[config.mk]
export PLATFORM = sky130hd
export DESIGN_NAME = load_switch_ctrl_diag
export DESIGN_NICKNAME = d
export VERILOG_FILES = /design/src/verilog/load_switch_pkg.sv /design/src/verilog/fault_filter.sv /design/src/verilog/load_switch_ctrl_diag.sv
export SDC_FILE = /design/constraint.sdc
export NUM_CORES = 1
export LEC_CHECK = 0
export BUFFER_PORTS_ARGS = -buffer_cell sky130_fd_sc_hd__buf_4
export CAP_MARGIN = 10
export CORE_MARGIN = 2
export CORE_UTILIZATION = 46
export CTS_CLUSTER_SIZE = 24
export DETAILED_ROUTE_END_ITERATION = 7
export GPL_ROUTABILITY_DRIVEN = 0
export PLACE_DENSITY = 0.69
export SYNTH_ARGS = -nofsm -noshare
export SYNTH_HDL_FRONTEND = slang
export SYNTH_SLANG_ARGS = --single-unit
[constraint.sdc]
create_clock -name ref_clk -period 2.2 [get_ports ref_clk]
set_input_delay 0.55 -clock ref_clk [delete_from_list [all_inputs] [get_ports ref_clk]]
set_output_delay 0.55 -clock ref_clk [all_outputs]
set_load 0.05 [all_outputs]
[src/verilog/load_switch_pkg.sv]
// constants for the load switch control and diagnostic block
// Behaviour
// - the switch output follows enable, and with no fault the fault pin stays high.
// - current and temperature checks run only while enable is high.
// - overcurrent turns the switch off and latches a fault until enable goes low.
// - underload keeps the switch on and flags a fault until current recovers.
// - over-temperature turns the switch off until temperature falls below release.
// - below the supply power-on-reset level everything is held powered down.
package load_switch_pkg;
   // filter delays in ns at the 10 MHz clock
   localparam int CLK_PERIOD_NS            = 100;
   localparam int OC_FILTER_NS             = 1000;
   localparam int ULD_FILTER_NS            = 1000;
   localparam int OC_FILTER_CYC            =
      (OC_FILTER_NS + CLK_PERIOD_NS - 1) / CLK_PERIOD_NS;
   localparam int ULD_FILTER_CYC           =
      (ULD_FILTER_NS + CLK_PERIOD_NS - 1) / CLK_PERIOD_NS;
   localparam int FILT_W                   = 8;
   localparam logic RST_SWITCH             = 1'b0;
   localparam logic RST_LATCH              = 1'b0;
   localparam logic RST_FAULT_N            = 1'b1;
endpackage
[src/verilog/fault_filter.sv]
// debounce filter: output rises after a condition holds for N cycles
`timescale 1ns/1ps
module fault_filter
   import load_switch_pkg::*;
#(
   parameter int DELAY_CYC = 10
)(
   input  wire logic ref_clk,
   input  wire logic rst_n,
   input  wire logic clear,
   input  wire logic cond,
   output logic      hit
);
   logic [FILT_W-1:0] cnt_q;
   logic [FILT_W-1:0] cnt_d;
   logic              hit_q;
   logic              hit_d;

   always_comb
   begin
      cnt_d = cnt_q;
      hit_d = 1'b0;
      if (clear || !cond)
      begin
         cnt_d = '0;
      end
      else if (cnt_q >= FILT_W'(DELAY_CYC - 1))
      begin
         hit_d = 1'b1;
      end
      else
      begin
         cnt_d = cnt_q + FILT_W'(1);
      end
   end

   always_ff @(posedge ref_clk)
   begin
      if (!rst_n)
      begin
         cnt_q <= '0;
         hit_q <= 1'b0;
      end
      else
      begin
         cnt_q <= cnt_d;
         hit_q <= hit_d;
      end
   end

   assign hit = hit_q;
endmodule

[src/verilog/load_switch_ctrl_diag.sv]
// load switch control with overcurrent, underload and thermal diagnostics
`timescale 1ns/1ps
module load_switch_ctrl_diag
   import load_switch_pkg::*;
#(
   parameter int OC_DELAY  = OC_FILTER_CYC,
   parameter int ULD_DELAY = ULD_FILTER_CYC
)(
   input  wire logic ref_clk,
   input  wire logic rst_n,
   input  wire logic supply_ok,
   input  wire logic load_switch_enable,
   input  wire logic over_current,
   input  wire logic under_load,
   input  wire logic over_temp,
   input  wire logic temp_released,
   output logic      load_switch_out,
   output logic      load_fault_n
);
   // ----------------------------------------
   // fault state
   // ----------------------------------------
   logic oc_q;
   logic oc_d;
   logic ot_q;
   logic ot_d;
   logic sw_q;
   logic sw_d;
   logic fault_n_q;
   logic fault_n_d;
   logic oc_hit;
   logic uld_hit;
   logic powered;
   logic en;

   assign powered = rst_n && supply_ok;
   assign en      = load_switch_enable;

   fault_filter #(
      .DELAY_CYC (OC_DELAY)
   ) u_oc_filt (
      .ref_clk (ref_clk),
      .rst_n   (powered),
      .clear   (!en),
      .cond    (over_current),
      .hit     (oc_hit)
   );

   fault_filter #(
      .DELAY_CYC (ULD_DELAY)
   ) u_uld_filt (
      .ref_clk (ref_clk),
      .rst_n   (powered),
      .clear   (!en || !sw_q),
      .cond    (under_load),
      .hit     (uld_hit)
   );

   // ----------------------------------------
   // next state
   // ----------------------------------------
   always_comb
   begin
      oc_d = oc_q;
      ot_d = ot_q;
      if (!en)
      begin
         oc_d = 1'b0;
         ot_d = 1'b0;
      end
      else
      begin
         if (oc_hit)
         begin
            oc_d = 1'b1;
         end
         if (over_temp)
         begin
            ot_d = 1'b1;
         end
         else if (temp_released)
         begin
            ot_d = 1'b0;
         end
      end
      // switch follows enable unless a shut-off fault is present
      sw_d = en && !oc_d && !ot_d;
      // underload leaves switch on, only flags
      fault_n_d = !(oc_d || ot_d || (en && uld_hit));
   end

   always_ff @(posedge ref_clk)
   begin
      if (!powered)
      begin
         oc_q      <= RST_LATCH;
         ot_q      <= RST_LATCH;
         sw_q      <= RST_SWITCH;
         fault_n_q <= RST_FAULT_N;
      end
      else
      begin
         oc_q      <= oc_d;
         ot_q      <= ot_d;
         sw_q      <= sw_d;
         fault_n_q <= fault_n_d;
      end
   end

   assign load_switch_out = sw_q;
   assign load_fault_n    = fault_n_q;

   // ----------------------------------------
   // filter run counters for checks
   // ----------------------------------------
   logic [FILT_W-1:0] oc_run_q;
   logic [FILT_W-1:0] oc_run_d;
   logic [FILT_W-1:0] uld_run_q;
   logic [FILT_W-1:0] uld_run_d;
   logic              oc_run_full;
   logic              uld_run_full;

   assign oc_run_full  = oc_run_q >= FILT_W'(OC_DELAY);
   assign uld_run_full = uld_run_q >= FILT_W'(ULD_DELAY);

   always_comb
   begin
      oc_run_d  = '0;
      uld_run_d = '0;
      if (en && over_current)
      begin
         oc_run_d = oc_run_full ? oc_run_q : oc_run_q + FILT_W'(1);
      end
      if (en && sw_q && under_load)
      begin
         uld_run_d = uld_run_full ? uld_run_q : uld_run_q + FILT_W'(1);
      end
   end

   always_ff @(posedge ref_clk)
   begin
      if (!powered)
      begin
         oc_run_q  <= '0;
         uld_run_q <= '0;
      end
      else
      begin
         oc_run_q  <= oc_run_d;
         uld_run_q <= uld_run_d;
      end
   end
endmodule

==> impl_metrics.env <==
export IMPL_power_switching_uw=132
export IMPL_htreeDepth=1
export IMPL_clock_latency_ns=0.30
export IMPL_max_clock_freq_mhz=574
export IMPL_coreArea_sq_um=1920
export IMPL_p_int_uw=515
export IMPL_cp_num_buf_inv=1
export IMPL_regArea_sq_um=440
export IMPL_postSynthAreaPerCell_sq_um=9.79
export IMPL_layout_commonest_cell="dfxtp_1"
export IMPL_mostFrequentLayoutCells="dfxtp_1, buf_4, nor2_1"
export IMPL_drv_cap=0
export IMPL_reg2reg_slack_ns=0.46
export IMPL_pin_count=10
export IMPL_grt_pass1_vias=655
export IMPL_globalRouteMet3Util_pct=3.70
export IMPL_yosysUniqueCellTypes=25
export IMPL_synth_nets=107
export IMPL_fin_cells=130
export IMPL_gr_usage_met2_pct=23.1
export IMPL_root_buffer="clkbuf_4"
export IMPL_fin_worst_skew_ns=0.00880
export IMPL_nNetsFinal=118
export IMPL_grt_use_met1_pct=16.1
export IMPL_synth_area_leaders="dfxtp_1, ha_1, mux2i_1"
export IMPL_multi_input_area_sq_um=428
export IMPL_post_drt_wl_per_cell_microns=10.9
export IMPL_ys_seq_area_share_pct=48.4
export IMPL_report_final_slew_viol_count=0
export IMPL_hold_buffers=0
export IMPL_critPathCaptureType="register"
export IMPL_initial_core_util_pct=47.4
export IMPL_p_leak_uw=0.000449
export IMPL_syn_inst=93
export IMPL_hp_class="reg -> reg"
export IMPL_die_h_microns=48.5
export IMPL_share_comb_of_total_power_pct=4.5
export IMPL_grt_pass1_wl_microns=2550
export IMPL_remaining_drc_errors=0
export IMPL_fill_cells=176
export IMPL_cp_cell_sequence="inv_1, ha_1, or3b_2, a21oi_1, mux2i_1"
export IMPL_cts_buffer_depth=2
export IMPL_crit_arrival_ns=1.97
export IMPL_via_count=660
export IMPL_synth_top_area_share_pct=48.4
export IMPL_status="finished clean"
export IMPL_busiest_layer="met2"
export IMPL_antenna_found_initial=0
export IMPL_critPathKind="reg -> reg"
export IMPL_p_clk_share_pct=33.5
export IMPL_drt_first_pass_iters=4
export IMPL_place_port_buffers=9
export IMPL_fin_crit_ns=1.74
export IMPL_synth_seq_cells=22
export IMPL_die_area_sq_um=2350
export IMPL_relSlewSlack_pct=76.2
export IMPL_fin_setup_tns_ns=0
export IMPL_area_growth_pct=13.3
export IMPL_pwr_share_seq_pct=62.1
export IMPL_worst_pin_slew_ns=0.356
export IMPL_cp_start_kind="register"
export IMPL_grt_overflow_total=0
export IMPL_yosys_warnings=0
export IMPL_max_stage_delay_ns=0.44
export IMPL_cts_resized_gates=0
export IMPL_grt_usage_pct=13.8
export IMPL_antenna_cells=0
export IMPL_drive_gt1_share_pct=18.4
export IMPL_row_count=16
export IMPL_fin_crit_sh_pct=79.2
export IMPL_crit_fanout=4
export IMPL_via_per_inst=5.08
export IMPL_required_ns=2.43
export IMPL_hold_viol=0
export IMPL_cts_reportedPaths_clkPinSlew_ns=0.11
export IMPL_setup_violations=0
export IMPL_cp_slowest_cell="or3b_2"
export IMPL_syn_area_sq_um=911
export IMPL_die_x_microns=48.5
export IMPL_crit_family="simple AND/OR/NAND/NOR gates"
export IMPL_post_cts_buffers=0
export IMPL_sw_frac_of_total_pct=20.3
export IMPL_drt_iter0_drc=13
export IMPL_p_per_area_nw_per_um2=627
export IMPL_dp_cells=126
export IMPL_cts_sinks=22
export IMPL_grt_max_degree=13
export IMPL_hold_depth=1
export IMPL_cts_tree="built"
export IMPL_yosysTopAreaCell="dfxtp_1"
export IMPL_ant_nets=0
export IMPL_routed_wl_microns=1420
export IMPL_numCtsBuffers=3
export IMPL_crit_cells=5
export IMPL_place_hpwl_microns=1050
export IMPL_rr_worst_depth=5
export IMPL_worst_ir_drop_vdd_mv=0.294
export IMPL_rsz0062_at_grt="false"
[registers in the layout, indices dropped and copies added, names as in the netlist]
register and flops:
load_fault_n 1, load_switch_out 1, oc_q 1, ot_q 1, u_oc_filt.cnt_q 8, u_oc_filt.hit 1
u_uld_filt.cnt_q 8, u_uld_filt.hit 1
[per-layer routing]
layer / up-vias / part of all wire [%]
met5: - / 0
met4: 0 / 1.8
met3: 4 / 5.1
met2: 19 / 43
met1: 295 / 50
li1: 342 / -
[kinds of logic (layout without fill, tap and decap cells)]
kind of cell	after synthesis	count (layout)	synth area share, %
simple gates	38	38	23.6
fa+ha+maj	6	6	8.24
compound gates	13	13	10.7
buf+inv	10	20	4.67
mux	4	4	4.40
flops	22	22	48.4
[power by group through the flow]
stage	sequential, uW	combinational, uW	clock (uW)
floorplan	414	11.6	0
global placement	411	28.3	0
detailed placement	411	28.7	0
CTS	402	28.9	222
global route	402	31.7	238
finish	402	29.0	216
[path summary, 6_finish.rpt]
check / start / end
worst max register to register: u_uld_filt.cnt_q[1]$_SDFFE_PP0N_ / u_uld_filt.cnt_q[1]$_SDFFE_PP0N_
worst min register to register: u_uld_filt.hit$_SDFF_PP0_ / load_fault_n$_SDFF_PP1_
worst max-delay path: u_uld_filt.cnt_q[1]$_SDFFE_PP0N_ / u_uld_filt.cnt_q[1]$_SDFFE_PP0N_
worst min-delay path: u_uld_filt.hit$_SDFF_PP0_ / load_fault_n$_SDFF_PP1_
[synth_stat cells]
library cell	n
nand2_1	6
nand3_1	6
or4_4	2
inv_1	7
or2b_1	1
dfxtp_1	22
a21oi_1	5
and3_2	1
nand2b_1	1
and2_1	5
ha_1	6
a2111o_1	3
or3b_2	2
clkbuf_1	1
a41oi_1	1
o21ai_0	1
buf_2	1
nor4_1	1
nor2_1	8
o21ba_2	1
mux2i_1	4
o31ai_1	2
and3_1	4
buf_4	1
and4_1	1
[stage by stage]
| stage | util, % | hold slack [ns] | total power, uW | setup slack [ns] | instance area (sq um) |
|---|---|---|---|---|---|
| 4_1_cts | 53.7 | 0.439 | 652 | 0.451 | 1030 |
| 3_3_place_gp | 51.8 | 0.405 | 439 | 0.555 | 996 |
| 3_5_place_dp | 51.8 | 0.420 | 439 | 0.477 | 996 |
| 2_1_floorplan | - | 0.399 | 426 | 0.655 | 911 |
| 5_1_grt | 53.7 | 0.461 | 672 | 0.336 | 1030 |
| 6_report | 53.7 | 0.431 | 647 | 0.457 | 1030 |
[cell type report]
class                           instances  share of cell area, %
Clock buffer                            4                   3.52
Inverter                                7                   2.55
Multi-Input combinational cell         61                   41.5
Sequential cell                        22                   42.7
Tap cell                               27                   3.27
Timing Repair Buffer                    9                   6.55
[worst register-to-register path, stage by stage, from the launching register on]
cell and delay [ns]:
dfxtp_1 0.40, inv_1 0.08, ha_1 0.19, or3b_2 0.44, a21oi_1 0.34, mux2i_1 0.24
Note: power is estimated with default switching activity, not from simulation.
